`src/rtl/bus_ctrl_pkg.sv`:
```
// Constants and types shared by the bus control unit core.
// Assumes a 25 MHz system clock; the modem bit clock is divided from it.
package bus_ctrl_pkg;
	// ----------------------------------------
	// Clock and timing
	// ----------------------------------------
	localparam int          CLK_MHZ          = 25;
	localparam int          TX_BIT_NS        = 320;
	localparam logic [3:0]  TX_DIV_CYC       = 4'(TX_BIT_NS * CLK_MHZ / 1000);
	localparam logic [3:0]  TX_HALF_CYC      = 4'(TX_BIT_NS * CLK_MHZ / 2000);
	localparam int          RESP_TIMEOUT_US  = 100;
	localparam logic [11:0] RESP_TIMEOUT_CYC = 12'(RESP_TIMEOUT_US * CLK_MHZ);
	// ----------------------------------------
	// Stepping and framing
	// ----------------------------------------
	localparam logic [3:0]  BURST_PULSES = 4'h8;
	localparam logic [3:0]  SINGLE_PULSE = 4'h1;
	localparam logic [3:0]  BLOCK_BYTES  = 4'he;
	localparam logic [3:0]  CODE_BITS    = 4'hf;
	localparam logic [6:0]  RX_DATA_BITS = 7'h70;
	localparam logic [6:0]  RX_CODE_END  = 7'h7e;
	localparam logic [6:0]  RX_ZERO_POS  = 7'h7f;
	// Generator taps below x^15; plain default, replace with the real polynomial
	localparam logic [14:0] BCH_POLY     = 15'h0b2d;
	localparam int          TXF_WIDTH    = 9;
	localparam int          TXF_DEPTH    = 16;
	// ----------------------------------------
	// Opcodes, mode word, pulses, status, pins
	// ----------------------------------------
	localparam logic [2:0] OP_COMPARE     = 3'h1;
	localparam logic [2:0] OP_SET_MODE    = 3'h3;
	localparam logic [2:0] OP_MEM_REMOTE  = 3'h2;
	localparam logic [2:0] OP_HOST_REMOTE = 3'h7;
	localparam logic [2:0] OP_HOST_CTRL   = 3'h5;
	localparam int MB_ERR_GEN = 0, MB_BIT_STEP = 1, MB_BYTE_STEP = 2, MB_INST_STEP = 3;
	localparam int MB_TX_B = 4, MB_RX_B = 5, MB_CLEAR = 6, MODE_W = 7;
	localparam int OPP_COMPARE = 0, OPP_SET_MODE = 1, OPP_MEM_REMOTE = 2;
	localparam int OPP_HOST_REMOTE = 3, OPP_HOST_CTRL = 4, OPP_W = 5;
	localparam int ST_BCH = 0, ST_NO_RESP = 1, ST_ADDR = 2, ST_BUSY = 3, ST_HOST_WR = 4;
	localparam int ST_INST = 5, ST_CMP = 6, ST_HOST_PAR = 7, ST_TAPE = 8, ST_W = 9;
	localparam int RXP_DATA = 0, RXP_CLK = 1, RXP_SOM = 2, RXP_MOD = 3;
	localparam int TXP_DATA = 0, TXP_SOM = 1, TXP_EN = 2;
	typedef enum logic [1:0] {SW_CENTRE, SW_OFF, SW_ON} swpos_t;
	typedef enum logic [1:0] {TX_IDLE, TX_DATA, TX_CODE, TX_ZERO} tx_state_t;
endpackage

```
`src/rtl/bus_control_unit.sv`:
```
// Control core of the bus control unit: stepping, BCH framing, modem
// channel routing, error stop and opcode decode, plus its transmit FIFO.
// Assumes host-side strobes are on mclk; panel and modem pins are async.
//
// Function
// - Byte step: each advance releases exactly eight timing pulses, then holds.
// - Byte-step switch off disables it; centre lets the software bit decide.
// - Instruction step: one whole instruction runs per advance; off/centre as above.
// - With coding on, 15-bit check code plus a zero bit follows every 14 bytes.
// - With coding on, received messages are checked and mismatches flagged.
// - With coding off, no code is inserted or checked; txCrc still accumulates over data bits.
// - Error injection flips one bit of the final check code, only with coding on.
// - Error stop halts and reports status to host; otherwise only host parity and tape parity errors halt.
// - Error stop covers coding, no reply, address, busy, host write, opcode, compare.
// - Host data parity error always halts.
// - Transmit select routes data, start pulse and enable to modem A or B only.
// - Receive select gates data, clock, start pulse and carrier from A or B.
// - One continuous transmit clock drives both modems regardless of selection.
// - Comparator output is high exactly one bit time per byte mismatch.
// - Compare mode compares transmitted and received memory bytes one at a time.
// - Tape parity error sets the tape flag and forces error stop.
// - No reply within the timeout sets the no-reply flag and error stop.
// - Invalid address mode in a reply sets the wrong-reply flag and error stop.
// - Undefined opcode sets the invalid-instruction flag and error stop.
// - Basic mode selects instruction source: internal memory or host unit.
// - Memory-mode opcodes: 001 compare, 011 set mode, 010 remote transfer.
// - Clock step releases one pulse per advance and overrides software.
// - Host-mode opcodes: 111 host-remote, 101 host-controller, 011 set mode.
`timescale 1ns/1ps

// ----------------------------------------
// Transmit FIFO
// ----------------------------------------
module tx_fifo #(
	parameter int WIDTH = 9,
	parameter int DEPTH = 16
) (
	input  wire logic             clk,
	input  wire logic             rst,
	input  wire logic             inValid,
	input  wire logic [WIDTH-1:0] inData,
	output logic                  inReady,
	output logic                  outValid,
	output logic [WIDTH-1:0]      outData,
	input  wire logic             outReady
);
	localparam int AW = $clog2(DEPTH);
	typedef struct packed {
		logic [DEPTH-1:0][WIDTH-1:0] mem;
		logic [AW:0]                 wrPtr;
		logic [AW:0]                 rdPtr;
		logic                        ready;
	} fifo_state_t;
	fifo_state_t q;
	fifo_state_t d;

	// Ready is registered so the host sees a flop, not pointer logic
	always_comb begin
		d = q;
		if (inValid && q.ready) begin
			d.mem[q.wrPtr[AW-1:0]] = inData;
			d.wrPtr = q.wrPtr + 1'b1;
		end
		if (outReady && outValid) begin
			d.rdPtr = q.rdPtr + 1'b1;
		end
		d.ready = (d.wrPtr[AW-1:0] != d.rdPtr[AW-1:0]) || (d.wrPtr[AW] == d.rdPtr[AW]);
	end

	always_ff @(posedge clk) begin
		if (rst) begin
			q <= '0;
		end else begin
			q <= d;
		end
	end

	assign inReady  = q.ready;
	assign outValid = q.wrPtr != q.rdPtr;
	assign outData  = q.mem[q.rdPtr[AW-1:0]];
endmodule

// ----------------------------------------
// Control core
// ----------------------------------------
module bus_control_unit
	import bus_ctrl_pkg::*;
(
	input  wire logic              mclk,
	input  wire logic              sys_rst,
	input  wire logic              advanceIn,
	input  wire swpos_t            clockStepSw,
	input  wire swpos_t            byteStepSw,
	input  wire swpos_t            instStepSw,
	input  wire swpos_t            errGenSw,
	input  wire swpos_t            txSelSw,
	input  wire swpos_t            rxSelSw,
	input  wire logic              bchEnable,
	input  wire logic              errStopEnable,
	input  wire logic              runReq,
	input  wire logic              haltReq,
	input  wire logic              hostMode,
	input  wire logic              instValid,
	input  wire logic [2:0]        opcode,
	input  wire logic [MODE_W-1:0] modeBits,
	input  wire logic              instDone,
	input  wire logic [7:0]        hostByte,
	input  wire logic              hostByteLast,
	input  wire logic              hostByteValid,
	output logic                   hostByteReady,
	input  wire logic              cmpValid,
	input  wire logic [7:0]        cmpByteTx,
	input  wire logic [7:0]        cmpByteRx,
	input  wire logic              cmpOverride,
	input  wire logic              expectReply,
	input  wire logic              rxAddrModeErr,
	input  wire logic              lineBusyErr,
	input  wire logic              hostWriteNoResp,
	input  wire logic              hostParityErr,
	input  wire logic              tapeParityErr,
	input  wire logic              clearStatus,
	output logic                   serialTxDataA,
	output logic                   serialTxDataB,
	output logic                   txMessageStartPulseA,
	output logic                   txMessageStartPulseB,
	output logic                   txEnableA,
	output logic                   txEnableB,
	output logic                   txSharedClock,
	input  wire logic              serialRxDataA,
	input  wire logic              serialRxDataB,
	input  wire logic              rxRecoveredClockA,
	input  wire logic              rxRecoveredClockB,
	input  wire logic              rxMessageStartPulseA,
	input  wire logic              rxMessageStartPulseB,
	input  wire logic              modPresentA,
	input  wire logic              modPresentB,
	output logic                   timingEn,
	output logic                   timingPulse,
	output logic                   running,
	output logic                   instSrcHost,
	output logic [7:0]             rxByte,
	output logic                   rxByteValid,
	output logic                   comparatorOut,
	output logic [ST_W-1:0]        statusWord,
	output logic                   statusValid,
	output logic                   opCompare,
	output logic                   opSetMode,
	output logic                   opMemRemote,
	output logic                   opHostRemote,
	output logic                   opHostCtrl,
	output logic                   clockStepMode,
	output logic                   byteStepMode,
	output logic                   instructionStepMode,
	output logic                   errGenActive,
	output logic                   txOnB,
	output logic                   rxOnB
);
	typedef struct packed {
		swpos_t clk;
		swpos_t byteStep;
		swpos_t instStep;
		swpos_t errGen;
		swpos_t txSel;
		swpos_t rxSel;
		logic   bchEn;
		logic   errStopEn;
	} panel_t;

	typedef struct packed {
		panel_t            panelMeta;
		panel_t            panelSync;
		logic              advMeta;
		logic              advSync;
		logic              advPrev;
		logic [3:0]        rxAMeta;
		logic [3:0]        rxASync;
		logic [3:0]        rxBMeta;
		logic [3:0]        rxBSync;
		logic              rxClkPrev;
		logic              rxSomPrev;
		logic              running;
		logic              instSrcHost;
		logic              timingEn;
		logic              timingPulse;
		logic [3:0]        burst;
		logic              instGo;
		logic [MODE_W-1:0] swMode;
		logic [3:0]        divCnt;
		logic              txClk;
		tx_state_t         txState;
		logic [7:0]        txShift;
		logic [2:0]        txBit;
		logic [3:0]        txByteCnt;
		logic              txLastSeen;
		logic [14:0]       txCrc;
		logic [3:0]        codeCnt;
		logic              txOut;
		logic              txSom;
		logic              txEn;
		logic [2:0]        txPinsA;
		logic [2:0]        txPinsB;
		logic              rxActive;
		logic [6:0]        rxPos;
		logic [7:0]        rxShift;
		logic [14:0]       rxCrc;
		logic [7:0]        rxByte;
		logic              rxByteValid;
		logic              cmpActive;
		logic [3:0]        cmpCnt;
		logic              cmpOut;
		logic [11:0]       toCnt;
		logic [ST_W-1:0]   status;
		logic              statusValid;
		logic [OPP_W-1:0]  opPulse;
		logic [5:0]        lamps;
	} state_t;

	state_t            q;
	state_t            d;
	panel_t            panelRaw;
	logic              fifoValid;
	logic [8:0]        fifoData;
	logic              pop;
	logic              loadNext;
	logic              msgEnd;
	logic              setMode;
	logic              clkSel;
	logic              byteSel;
	logic              instSel;
	logic              bchOn;
	logic              inject;
	logic              txB;
	logic              rxB;
	logic              advRise;
	logic              bitTick;
	logic              allow;
	logic              stp;
	logic [3:0]        rxSel;
	logic              rxEdge;
	logic              somRise;
	logic              clrStat;
	logic              haltNow;
	logic [ST_W-1:0]   err;

	// Panel position wins when not centred
	function automatic logic pick(input swpos_t pos, input logic softBit);
		case (pos)
			SW_ON: pick = 1'b1;
			SW_OFF: pick = 1'b0;
			default: pick = softBit;
		endcase
	endfunction

	// One serial step of the check-code divider
	function automatic logic [14:0] bchStep(input logic [14:0] rem, input logic bitIn);
		logic fb;
		fb = rem[14] ^ bitIn;
		bchStep = {rem[13:0], 1'b0} ^ (fb ? BCH_POLY : 15'h0000);
	endfunction

	assign panelRaw = panel_t'({clockStepSw, byteStepSw, instStepSw, errGenSw,
		txSelSw, rxSelSw, bchEnable, errStopEnable});

	// FIFO back-pressure reaches the host through hostByteReady
	tx_fifo #(
		.WIDTH (TXF_WIDTH),
		.DEPTH (TXF_DEPTH)
	) u_tx_fifo (
		.clk      (mclk),
		.rst      (sys_rst),
		.inValid  (hostByteValid),
		.inData   ({hostByteLast, hostByte}),
		.inReady  (hostByteReady),
		.outValid (fifoValid),
		.outData  (fifoData),
		.outReady (pop)
	);

	always_comb begin
		d = q;
		pop = 1'b0;
		loadNext = 1'b0;
		msgEnd = 1'b0;
		setMode = 1'b0;
		err = '0;
		// Async pins: second flop is the only reader of the first
		d.panelMeta = panelRaw;
		d.panelSync = q.panelMeta;
		d.advMeta = advanceIn;
		d.advSync = q.advMeta;
		d.advPrev = q.advSync;
		d.rxAMeta = {modPresentA, rxMessageStartPulseA, rxRecoveredClockA, serialRxDataA};
		d.rxASync = q.rxAMeta;
		d.rxBMeta = {modPresentB, rxMessageStartPulseB, rxRecoveredClockB, serialRxDataB};
		d.rxBSync = q.rxBMeta;

		clkSel = pick(q.panelSync.clk, q.swMode[MB_BIT_STEP]);
		byteSel = pick(q.panelSync.byteStep, q.swMode[MB_BYTE_STEP]) & ~clkSel;
		instSel = pick(q.panelSync.instStep, q.swMode[MB_INST_STEP]) & ~clkSel & ~byteSel;
		bchOn = q.panelSync.bchEn;
		inject = pick(q.panelSync.errGen, q.swMode[MB_ERR_GEN]) & bchOn;
		txB = pick(q.panelSync.txSel, q.swMode[MB_TX_B]);
		rxB = pick(q.panelSync.rxSel, q.swMode[MB_RX_B]);
		advRise = q.advSync & ~q.advPrev;

		// Free-running bit clock for both modems
		bitTick = q.divCnt == TX_DIV_CYC - 4'h1;
		d.divCnt = bitTick ? 4'h0 : q.divCnt + 4'h1;
		d.txClk = (d.divCnt != 4'h0) && (d.divCnt <= TX_HALF_CYC); // High for four cycles, starting one cycle after divCnt wraps to zero

		// Timing gate; one internal pulse is one bit tick
		allow = q.running & ((clkSel | byteSel) ? (q.burst != 4'h0) : (instSel ? q.instGo : 1'b1));
		stp = bitTick & allow;
		if (stp && q.burst != 4'h0) begin
			d.burst = q.burst - 4'h1;
		end
		if (!(clkSel | byteSel)) begin
			d.burst = 4'h0;
		end
		if (instDone || !instSel) begin
			d.instGo = 1'b0;
		end
		// Advance during a running burst is ignored, not stacked
		if (advRise && q.running) begin
			if (clkSel && q.burst == 4'h0) begin
				d.burst = SINGLE_PULSE;
			end else if (byteSel && q.burst == 4'h0) begin
				d.burst = BURST_PULSES;
			end else if (instSel) begin
				d.instGo = 1'b1;
			end
		end
		d.timingEn = allow;
		d.timingPulse = stp;

		// Transmit framer, advanced only by released pulses
		case (q.txState)
			TX_IDLE: begin
				if (stp) begin
					d.txEn = 1'b0;
					d.txSom = 1'b0;
					d.txOut = 1'b0;
					if (fifoValid) begin
						d.txEn = 1'b1;
						d.txSom = 1'b1;
						d.txByteCnt = 4'h0;
						d.txCrc = '0;
						d.txBit = 3'h0;
						d.txLastSeen = 1'b0;
						loadNext = 1'b1;
						d.txState = TX_DATA;
					end
				end
			end
			TX_DATA: begin
				if (stp) begin
					d.txSom = 1'b0;
					d.txOut = q.txShift[7];
					d.txCrc = bchStep(q.txCrc, q.txShift[7]);
					d.txShift = {q.txShift[6:0], 1'b0};
					d.txBit = q.txBit + 3'h1;
					if (q.txBit == 3'h7) begin
						d.txByteCnt = q.txByteCnt + 4'h1;
						if (bchOn && q.txByteCnt == BLOCK_BYTES - 4'h1) begin
							d.codeCnt = 4'h0;
							d.txState = TX_CODE;
						end else if (!bchOn && q.txLastSeen) begin
							msgEnd = 1'b1;
							d.txState = TX_IDLE;
						end else begin
							loadNext = 1'b1;
						end
					end
				end
			end
			TX_CODE: begin
				if (stp) begin
					// Flip first bit of final code
					d.txOut = q.txCrc[14] ^ (inject && q.txLastSeen && q.codeCnt == 4'h0);
					d.txCrc = {q.txCrc[13:0], 1'b0};
					d.codeCnt = q.codeCnt + 4'h1;
					if (q.codeCnt == CODE_BITS - 4'h1) begin
						d.txState = TX_ZERO;
					end
				end
			end
			TX_ZERO: begin
				if (stp) begin
					d.txOut = 1'b0;
					if (q.txLastSeen) begin
						msgEnd = 1'b1;
						d.txState = TX_IDLE;
					end else begin
						d.txByteCnt = 4'h0;
						d.txCrc = '0;
						d.txBit = 3'h0;
						loadNext = 1'b1;
						d.txState = TX_DATA;
					end
				end
			end
			default: begin
				d.txState = TX_IDLE;
			end
		endcase
		// Pad with zero bytes after the last one, and on underrun
		if (loadNext) begin
			if (!d.txLastSeen && fifoValid) begin
				d.txShift = fifoData[7:0];
				d.txLastSeen = fifoData[8];
				pop = 1'b1;
			end else begin
				d.txShift = 8'h00;
			end
		end
		// Only the chosen modem sees traffic
		d.txPinsA = txB ? 3'h0 : {d.txEn, d.txSom, d.txOut};
		d.txPinsB = txB ? {d.txEn, d.txSom, d.txOut} : 3'h0;

		// Receive group from the chosen modem
		rxSel = rxB ? q.rxBSync : q.rxASync;
		d.rxClkPrev = rxSel[RXP_CLK];
		d.rxSomPrev = rxSel[RXP_SOM];
		rxEdge = rxSel[RXP_CLK] & ~q.rxClkPrev;
		somRise = rxSel[RXP_SOM] & ~q.rxSomPrev;
		d.rxByteValid = 1'b0;
		if (!rxSel[RXP_MOD]) begin
			d.rxActive = 1'b0;
		end else if (rxSel[RXP_SOM]) begin
			d.rxActive = 1'b1;
			d.rxPos = 7'h00;
			d.rxCrc = '0;
		end else if (rxEdge && q.rxActive) begin
			if (!bchOn || q.rxPos < RX_DATA_BITS) begin
				d.rxShift = {q.rxShift[6:0], rxSel[RXP_DATA]};
				if (q.rxPos[2:0] == 3'h7) begin
					d.rxByte = d.rxShift;
					d.rxByteValid = 1'b1;
				end
			end
			// Divide data and code; remainder must be zero
			if (bchOn && q.rxPos != RX_ZERO_POS) begin
				d.rxCrc = bchStep(q.rxCrc, rxSel[RXP_DATA]);
			end
			if (bchOn && q.rxPos == RX_CODE_END && d.rxCrc != 15'h0000) begin
				err[ST_BCH] = 1'b1;
			end
			if (bchOn && q.rxPos == RX_ZERO_POS) begin
				d.rxCrc = '0;
			end
			d.rxPos = q.rxPos + 7'h01;
		end

		// Reply timer after a message that expects one
		if (q.toCnt != 12'h000) begin
			d.toCnt = q.toCnt - 12'h001;
			if (q.toCnt == 12'h001) begin
				err[ST_NO_RESP] = 1'b1;
			end
		end
		if (somRise) begin
			d.toCnt = 12'h000;
		end
		if (msgEnd && expectReply) begin
			d.toCnt = RESP_TIMEOUT_CYC;
		end

		// Instruction source follows the basic mode
		d.instSrcHost = hostMode;
		d.opPulse = '0;
		if (instDone) begin
			d.cmpActive = 1'b0;
		end
		if (instValid) begin
			if (hostMode) begin
				case (opcode)
					OP_HOST_REMOTE: d.opPulse[OPP_HOST_REMOTE] = 1'b1;
					OP_HOST_CTRL: d.opPulse[OPP_HOST_CTRL] = 1'b1;
					OP_SET_MODE: setMode = 1'b1;
					default: err[ST_INST] = 1'b1;
				endcase
			end else begin
				case (opcode)
					OP_COMPARE: begin
						d.opPulse[OPP_COMPARE] = 1'b1;
						d.cmpActive = 1'b1;
					end
					OP_MEM_REMOTE: d.opPulse[OPP_MEM_REMOTE] = 1'b1;
					OP_SET_MODE: setMode = 1'b1;
					default: err[ST_INST] = 1'b1;
				endcase
			end
		end
		if (setMode) begin
			d.opPulse[OPP_SET_MODE] = 1'b1;
			d.swMode = modeBits;
		end

		// One bit time high per mismatch
		if (q.cmpCnt != 4'h0) begin
			d.cmpCnt = q.cmpCnt - 4'h1;
		end
		if (cmpValid && q.cmpActive && cmpByteTx != cmpByteRx) begin
			d.cmpCnt = TX_DIV_CYC;
			err[ST_CMP] = 1'b1;
		end
		d.cmpOut = d.cmpCnt != 4'h0;

		err[ST_ADDR] = rxAddrModeErr;
		err[ST_BUSY] = lineBusyErr;
		err[ST_HOST_WR] = hostWriteNoResp;
		err[ST_HOST_PAR] = hostParityErr;
		err[ST_TAPE] = tapeParityErr;
		// New errors win over a clear in the same cycle
		clrStat = clearStatus | (setMode & modeBits[MB_CLEAR]);
		d.status = (clrStat ? '0 : q.status) | err;
		haltNow = q.panelSync.errStopEn & ((|err[ST_INST:ST_BCH]) | (err[ST_CMP] & ~cmpOverride));
		haltNow = haltNow | err[ST_HOST_PAR] | err[ST_TAPE];
		d.statusValid = haltNow;
		if (runReq) begin
			d.running = 1'b1;
		end
		if (haltReq || haltNow) begin
			d.running = 1'b0;
		end
		d.lamps = {rxB, txB, inject, instSel, byteSel, clkSel};
	end

	always_ff @(posedge mclk) begin
		if (sys_rst) begin
			q <= '0;
		end else begin
			q <= d;
		end
	end

	// Every output is a state flop
	assign serialTxDataA        = q.txPinsA[TXP_DATA];
	assign serialTxDataB        = q.txPinsB[TXP_DATA];
	assign txMessageStartPulseA = q.txPinsA[TXP_SOM];
	assign txMessageStartPulseB = q.txPinsB[TXP_SOM];
	assign txEnableA            = q.txPinsA[TXP_EN];
	assign txEnableB            = q.txPinsB[TXP_EN];
	assign txSharedClock        = q.txClk;
	assign timingEn             = q.timingEn;
	assign timingPulse          = q.timingPulse;
	assign running              = q.running;
	assign instSrcHost          = q.instSrcHost;
	assign rxByte               = q.rxByte;
	assign rxByteValid          = q.rxByteValid;
	assign comparatorOut        = q.cmpOut;
	assign statusWord           = q.status;
	assign statusValid          = q.statusValid;
	assign opCompare            = q.opPulse[OPP_COMPARE];
	assign opSetMode            = q.opPulse[OPP_SET_MODE];
	assign opMemRemote          = q.opPulse[OPP_MEM_REMOTE];
	assign opHostRemote         = q.opPulse[OPP_HOST_REMOTE];
	assign opHostCtrl           = q.opPulse[OPP_HOST_CTRL];
	assign clockStepMode        = q.lamps[0];
	assign byteStepMode         = q.lamps[1];
	assign instructionStepMode  = q.lamps[2];
	assign errGenActive         = q.lamps[3];
	assign txOnB                = q.lamps[4];
	assign rxOnB                = q.lamps[5];
endmodule

```
`config.mk`:
```
export PLATFORM = sky130hd
export DESIGN_NAME = bus_control_unit
export DESIGN_NICKNAME = d
export VERILOG_FILES = /design/src/rtl/bus_ctrl_pkg.sv /design/src/rtl/bus_control_unit.sv
export SDC_FILE = /design/constraint.sdc
export NUM_CORES = 1
export LEC_CHECK = 0
export ABC_CLOCK_PERIOD_IN_PS = 3600
export BUFFER_PORTS_ARGS = -buffer_cell sky130_fd_sc_hd__buf_2
export CAP_MARGIN = 10
export CORE_MARGIN = 2
export CORE_UTILIZATION = 50
export DETAILED_ROUTE_END_ITERATION = 10
export GPL_ROUTABILITY_DRIVEN = 0
export PLACE_DENSITY = 0.68
export SLEW_MARGIN = 20
export SYNTH_ARGS = -nofsm -noshare
export SYNTH_HDL_FRONTEND = slang
export SYNTH_HIERARCHICAL = 1
export SYNTH_SLANG_ARGS = --single-unit
```
`constraint.sdc`:
```
create_clock -name mclk -period 3.6 [get_ports mclk]
set_clock_uncertainty 0.15 [all_clocks]
set_input_delay 0 -clock mclk [delete_from_list [all_inputs] [get_ports mclk]]
set_output_delay 0 -clock mclk [all_outputs]
set_load 0.005 [all_outputs]
```
=== Word-level counts from Yosys, hierarchy flattened ===
Index checks and enable logic that the tools add are counted.

* Add/sub/neg operators: 10
* Magnitude comparators: 5
* Eq/ne operators: 43
* Mux-type cells: 122
* Bitwise operators: 36
* Reductions and logical operators: 63

{| class="wikitable"
|+ Operators by type and width
! operator !! count
|-
| $bwmux 144 || 1
|-
| $mux 15 || 8
|-
| $mux 12 || 5
|-
| $pmux 15 s4 || 1
|-
| $mux 1 || 50
|-
| $mux 23 || 2
|-
| $mux 9 || 5
|-
| $mux 4 || 11
|-
| $mux 39 || 1
|-
| $bmux 9 s4 || 1
|-
| $demux 9 s4 || 1
|-
| $mux 8 || 4
|-
| $xor 15x12->15 || 2
|-
| $logic_and 1x1->1 || 21
|-
| $mux 21 || 1
|-
| $mux 7 || 3
|-
| $pmux 7 s3 || 1
|-
| $mux 20 || 1
|-
| $mux 2 || 9
|-
| $ne 2x2->1 const B || 9
|-
| $mux 17 || 1
|-
| $eq 2x2->1 const B || 8
|-
| $pmux 1 s2 || 8
|-
| $reduce_bool 4->1 || 4
|-
| other kinds (53) || 121
|}

* Register bits: 349
* Output and inout bits: 43
* Word-level logic and storage cells: 361

=== Depth between registers and ports, before layout ===
Gate-level depths: netlist (run 1).

* Word-level depth: 23
* Gate-level depth with buffers: 15
* Gate-level depth less buffers: 12

=== Cells and area by module ===
The synthesis (run 1) kept the hierarchy.

{| class="wikitable"
|+ By module, submodules not included
! module !! times used !! cells an instance !! area an instance (sq um) !! sequential area each (sq um)
|-
| bus_control_unit || 1 || 857 || 7962.6 || 3863.7
|-
| tx_fifo || 1 || 692 || 6959.2 || 3103.0
|}

=== Worst setup path after synthesis (run 1) ===
Ideal clock, no wire load.

* Kind: register -> register
* Start: register q[175] (netlist name)
* End: register u_tx_fifo.q, in the netlist u_tx_fifo/inReady
* Library setup time: 0.133 ns
* Arrival time: 2.788 ns
* Path slack: 0.529 ns
* Cell stages (with the launch flop): 14
* Path buffers: 2
* Cells stage by stage: dfxtp_1 > inv_1 > ha_1 > mux2i_1 > o41ai_4 > nor3_1 > clkbuf_1 > and3_1 > clkbuf_1 > nand4_1 > a21oi_1 > xnor3_1 > o21bai_1 > o211ai_1

{| class="wikitable"
|+ RTL lines
! what !! RTL line !! RTL
|-
| end signal: assignment || bus_control_unit.sv:72 || <nowiki>q <= '0;</nowiki>
|-
| end signal: assignment || bus_control_unit.sv:74 || <nowiki>q <= d;</nowiki>
|-
| end: declaration || bus_control_unit.sv:54 || <nowiki>fifo_state_t q;</nowiki>
|}

=== Worst setup path in the final report (run 1) ===
* Start: register u_tx_fifo/q[7] (netlist name)
* End: register u_tx_fifo.q, in the netlist u_tx_fifo/inReady

* Cells in the longest elaborated chain, start to end: 12
* Elaborated cells on any way between the ends: 18
* Classes of those cells: 1 x add/sub; 3 x eq/ne; 10 x mux; 4 x reduce/logical

{| class="wikitable"
|+ RTL lines
! what !! RTL line !! RTL
|-
| $ne 5x5->1 * || bus_control_unit.sv:79 || <nowiki>assign outValid = q.wrPtr != q.rdPtr;</nowiki>
|-
| via fifoValid || bus_control_unit.sv:221 || <nowiki>logic fifoValid;</nowiki>
|-
| $mux 23 || bus_control_unit.sv:343 || <nowiki>if (fifoValid) begin</nowiki>
|-
| $mux 23 || bus_control_unit.sv:339 || <nowiki>if (stp) begin</nowiki>
|-
| $mux 1 || bus_control_unit.sv:337 || <nowiki>case (q.txState)</nowiki>
|-
| $logic_not 1->1 || bus_control_unit.sv:408 || <nowiki>if (!d.txLastSeen && fifoValid) begin</nowiki>
|-
| $logic_and 1x1->1 || bus_control_unit.sv:408 ||
|-
| $mux 1 || bus_control_unit.sv:408 ||
|-
| $mux 1 * || bus_control_unit.sv:407 || <nowiki>if (loadNext) begin</nowiki>
|-
| via pop || bus_control_unit.sv:223 || <nowiki>logic pop;</nowiki>
|-
| $logic_and 1x1->1 * || bus_control_unit.sv:64 || <nowiki>if (outReady && outValid) begin</nowiki>
|-
| $mux 5 * || bus_control_unit.sv:64 ||
|-
| $ne 4x4->1 / $eq 1x1->1 (equally long branches) || bus_control_unit.sv:67 || <nowiki>d.ready = (d.wrPtr[AW-1:0] != d.rdPtr[AW-1:0]) || (d.wrPtr[AW] == d.rdPtr[AW]);</nowiki>
|-
| $logic_or 1x1->1 * || bus_control_unit.sv:67 ||
|}

The timed path passes the listed nets; every way through them passes the cells marked *. The select of a mux whose other input is x is not followed.
A chain may end at the register's enable or synchronous reset.

==> impl_metrics.tcl, run 1 <==
set metrics [dict create \
    outcome "complete, no violations" \
    final_cell_mix "dfxtp_1 (346), nand2_1 (182), nor2_1 (167)" \
    fin_tns_setup_ns 0 \
    pin_count 118 \
    fin_crit_ns 3.26 \
    grt_pass1_vias 11300 \
    path_clk_slew_ns 0.06 \
    cap_violations 0 \
    syn-cell-area_mm2 0.0149 \
    drtPass1Iterations 5 \
    setup_viol 0 \
    post-route-period-util_pct 90.5 \
    fp.dieArea_mm2 0.0312 \
    drtIter0Drc 748 \
    vias_per_cell 5.56 \
    start_util_pct 50.6 \
    cts.path.max_buffers 3 \
    die_x_um 177 \
    postSynth.asyncResetShare_pct 0 \
    synth_cell_type_count 74 \
    maxSlewViolCount 0 \
    worstMarginPinSlew_ns 0.866 \
    end_kind "register" \
    cp.arrival_ns 3.47 \
    vdd_ir_drop_max_mv 0.352 \
    cts_made_buffers 37 \
    io_buffers 117 \
    slew_headroom_pct 41.6 \
    grt-ovfl-total 0 \
    power.total_mw 8.75 \
    diodes 0 \
    critPathLaunch "u_tx_fifo/q[7]" \
    ys_ff_latch 348 \
    final_nets 1803 \
    syn_nets 1651 \
    antenna_left 0 \
    timing_hold_violations_final 0 \
    ys_seq_area_share_pct 46.7 \
    drcViolationCount 0 \
    cts_resized 0 \
    root_buffer "clkbuf_16" \
    mostFrequentLayoutCell "dfxtp_1" \
    r2r_start "u_tx_fifo/q[7]" \
    clkSinkCount 348 \
    rows 63 \
    instances_no_fill 2113 \
    via_count 11800 \
    fmax_mhz 307 \
    avgSynthCellArea_um2 9.63 \
    antenna_found_initial 0 \
    path_max_fanout 9 \
    track_usage_pct 22.9 \
    synth_top_flop_cell "dfxtp_1" \
    dpl.hpwl_mm 23.2 \
    rsz0062_at_grt "no" \
    cts_tree "built" \
    core_mm2 0.0295 \
    drive_gt1_share_pct 16.1 \
    powerDensity_mw_per_mm2 496 \
    min_from "errGenSw[1]" \
    crit_type "reg -> reg" \
    area_growth_pct 18.3 \
    hp-class "in -> reg" \
    grt_max_degree 160 \
    cp-start-kind "register" \
    grt_pass1_wl_mm 58.2 \
    wl_per_cell_um 17.2 \
    synth_cells 1549 \
    clk_latency_ns 0.52 \
    routed_wl_mm 36.4 \
    place_inst 1974 \
    required_ns 3.81 \
    leakage_nw 6.59 \
    die_y_um 177 \
    h-tree-depth 2 \
    yosysWarnings 6 \
    synth_edf_count 0 \
]
-- synth_stat cells, types with 6 or more instances --
cell type	instances	area share [%]
a22oi_1	9	0.45
buf_4	21	1.1
mux2_2	6	0.45
nand2_1	182	4.6
nor2_1	167	4.2
mux2i_1	102	6.8
inv_1	26	0.65
xor2_1	18	1.1
a21oi_1	128	4.3
nor3_1	27	0.91
dfxtp_1	348	47
nand4_1	19	0.80
nor4_1	14	0.59
a22o_1	16	0.94
ha_1	27	2.3
or3_1	7	0.29
and4_1	6	0.35
a31oi_1	11	0.46
nand3_1	38	1.3
mux4_2	45	6.8
nor2b_1	56	2.3
clkbuf_1	61	1.5
buf_2	13	0.44
o21ai_0	53	1.8
nand3b_1	6	0.30
nand2b_1	14	0.59
xnor2_1	30	1.8
nor2_4	9	0.68
-- per-layer routing --
layer | vias to the layer above | wire (um) | global-route usage [%]
met4 | 0 | 991 | 7.54
met1 | 5631 | 15200 | 28.1
met3 | 76 | 1930 | 3.65
li1 | 5701 | - | -
met5 | - | 0 | 0
met2 | 347 | 18300 | 41.0
-- through the flow --
stage | setup WS [ns] | util [%] | instance area, um^2 | hold slack [ns]
6_report | 0.340 | 59.9 | 17600 | 0.0696
5_1_grt | 0.0949 | 59.9 | 17600 | 0.105
4_1_cts | 0.386 | 59.9 | 17600 | 0.0650
3_5_place_dp | 0.409 | 53.1 | 15700 | 0.0646
3_3_place_gp | 0.544 | 53.1 | 15700 | 0.0601
2_1_floorplan | 0.529 | - | 14900 | -0.0742
-- final cells by class --
type | count | area [um^2]
clock inverters | 11 | 165
repair buffers | 215 | 1540
multi-input cells | 1073 | 7350
fillers | 2530 | 11800
inverters | 26 | 97.6
clock buffers | 50 | 1030
flip-flops and latches | 348 | 6970
well taps | 390 | 488
-- state kept, by name, indices dropped and copies added (netlist names), 8 cells and up, named ones only --
name and flops:
rxByte 8, statusWord 9, u_tx_fifo/q 154, d 24, q 125
-- report_power, final --
group / switching, mW / internal [mW]
clock: 1.50 / 2.29
sequential: 0.0872 / 3.97
combinational: 0.495 / 0.407
total: 2.08 / 6.67
-- worst paths after layout --
kind	end	slack, ns	cells past startpoint
max	u_tx_fifo/inReady	0.34	12
min	d[174]	0.07	3
max reg2reg	u_tx_fifo/inReady	0.34	12
min reg2reg	q[172]	0.28	1
-- critical path, stage by stage (launching register included) --
cell      delay, ns
dfxtp_1        0.44
xor2_1         0.35
nor4_4         0.11
nand2_1        0.27
nand2b_1       0.14
o311ai_0       0.16
and2_1         0.22
and3_1         0.32
nand4_1        0.13
a21oi_1        0.28
xnor3_1        0.25
o21bai_1       0.16
o211ai_1       0.12
-- logic make-up after synthesis --
| logic type | synth area share [%] |
|---|---|
| flops | 46.7 |
| xor+xnor | 3.08 |
| simple gates | 18.8 |
| buf+inv | 4.06 |
| compound gates | 10.7 |
| fa+ha+maj | 2.26 |
| mux | 14.4 |
-- what timing repair did --
item,in CTS,in global routing
setup buffers,0,0
endpoints found under the hold margin,238,0
hold buffers,78,0
(Power assumes the default switching activity.)
==> run 2, diff against run 1 <==
Settings changed: CTS_BUF_LIST from default to sky130_fd_sc_hd__clkbuf_16.
==> run 2 against run 1 <==
Compared with the run above: utilization down 0.17 points; die area is the same; worst hold slack better by 0.0050 ns; critical endpoint unchanged; global-route usage hardly changed; via count about the same; combinational power about the same; design area decreased by 0.28%; worst setup slack gained 0.0014 ns; critical path type unchanged; non-clock buffer count grew 1.
==> impl_metrics.tcl, run 2 (synthesis gave the netlist of run 1 again) <==
set metrics [dict create \
    hp-class "in -> reg" \
    die_x_um 177 \
    antenna_found_initial 0 \
    end_kind "register" \
    grt_max_degree 160 \
    cts_made_buffers 37 \
    root_buffer "clkbuf_16" \
    reg2reg_depth 12 \
    wl_per_cell_um 17.2 \
    leakage_nw 6.59 \
    h-tree-depth 2 \
    drtIter0Drc 824 \
    grt_pass1_wl_mm 58.1 \
    fin_ws_ns 0.342 \
    drtPass1Iterations 5 \
    vdd_ir_drop_max_mv 0.353 \
    outcome "complete, no violations" \
    post_cts_buffers 0 \
    ff_latch_area_mm2 0.00697 \
    clkSinkCount 348 \
    wl_met1_mm 15.3 \
    top_layer_used "met4" \
    cts_tree "built" \
    min_from "errGenSw[1]" \
    via_count 11800 \
    required_ns 3.81 \
    pin_count 118 \
    clk_latency_ns 0.52 \
    cp-start-kind "register" \
    path_max_fanout 9 \
    fin_crit_ns 3.26 \
    rows 63 \
    final_nets 1804 \
    io_buffers 117 \
    r2r_slack_ns 0.34 \
    r2r_start "u_tx_fifo/q[7]" \
    holdPathStages 3 \
    routed_wl_mm 36.4 \
    maxSlewViolCount 0 \
    grt_pass1_vias 11300 \
    path_clk_slew_ns 0.06 \
    wl_met2_mm 18.1 \
    post-place-ws_ns 0.409 \
    met3_wirelength_mm 1.90 \
    diodes 0 \
    post-route-period-util_pct 90.5 \
    area_growth_pct 17.9 \
    cts.path.max_buffers 3 \
    top_register "u_tx_fifo/q" \
    drcViolationCount 0 \
    final_cell_mix "dfxtp_1 (346), nand2_1 (182), nor2_1 (167)" \
    mostFrequentLayoutCell "dfxtp_1" \
    reg_top3 "u_tx_fifo/q (154), q (125), d (24)" \
    fp.dieArea_mm2 0.0312 \
    cp.arrival_ns 3.47 \
    rsz0062_at_grt "no" \
    powerDensity_mw_per_mm2 489 \
    fin_tns_setup_ns 0 \
    worstMarginPinSlew_ns 0.913 \
    largest_register_ffs 154 \
    vias_per_cell 5.56 \
    timing_hold_violations_final 0 \
    dpl.hpwl_mm 23.2 \
    die_y_um 177 \
    drive_gt1_share_pct 15.8 \
    fillCellCount 2541 \
    multi_input_area_mm2 0.00735 \
    cap_violations 0 \
    crit_type "reg -> reg" \
    final_core_util_pct 59.7 \
    track_usage_pct 22.9 \
    start_util_pct 50.6 \
    rr_endpoint "u_tx_fifo/inReady" \
    setup_viol 0 \
    grt-ovfl-total 0 \
    slew_headroom_pct 38.5 \
    hold_end "d[174]" \
    whs_ns 0.0746 \
    fmax_mhz 307 \
    core_mm2 0.0295 \
    cts_resized 0 \
    antenna_left 0 \
]
==> run 2: what timing repair did <==
action / CTS / global route
endpoints found under the setup margin: 0 / 0
endpoints found under the hold margin: 238 / 0
hold buffers: 79 / 0
==> run 2: layer usage <==
layer,up-vias,global-route usage (%)
li1,5716,-
met1,5635,28.1
met2,325,40.9
met3,83,3.65
met4,0,7.85
met5,-,0
==> run 2: stage by stage <==
stage	std cells	power (mW)	area (um^2)
final	2114	8.60	17600
after global routing	2114	8.95	17600
after CTS	2114	8.66	17600
after detailed placement	1974	4.97	15700
after global placement	1974	4.95	15700
after floorplan	1549	4.75	14900
==> run 2: where the power goes <==
group,switching [mW],internal [mW]
combinational,0.494,0.407
clock,1.49,2.15
sequential,0.0876,3.97
total,2.07,6.52
==> run 2: worst max-delay path, stage by stage, from the launching register on <==
cell	delay, ns
dfxtp_1	0.44
xor2_1	0.36
nor4_4	0.11
nand2_1	0.27
nand2b_1	0.14
o311ai_0	0.16
and2_1	0.22
and3_1	0.32
nand4_1	0.13
a21oi_1	0.28
xnor3_1	0.25
o21bai_1	0.16
o211ai_1	0.12
==> run 2: worst max-delay path by stage <==
stage | depth (start not counted) | slack [ns] | startpoint | to
detailed placement | 12 | 0.41 | u_tx_fifo/q[7] | u_tx_fifo/inReady
floorplan | 13 | 0.53 | q[175] | u_tx_fifo/inReady
global route | 12 | 0.09 | u_tx_fifo/q[7] | u_tx_fifo/inReady
finish | 12 | 0.34 | u_tx_fifo/q[7] | u_tx_fifo/inReady
global placement | 12 | 0.54 | u_tx_fifo/q[7] | u_tx_fifo/inReady
CTS | 12 | 0.39 | u_tx_fifo/q[7] | u_tx_fifo/inReady
==> run 2: final cells by class <==
cell class | instances | share of cell area (%)
Clock buffer | 37 | 5.26
Multi-Input combinational cell | 1073 | 41.8
Inverter | 26 | 0.555
Tap cell | 390 | 2.77
Timing Repair Buffer | 216 | 8.80
Sequential cell | 348 | 39.6
Clock inverter | 24 | 1.22
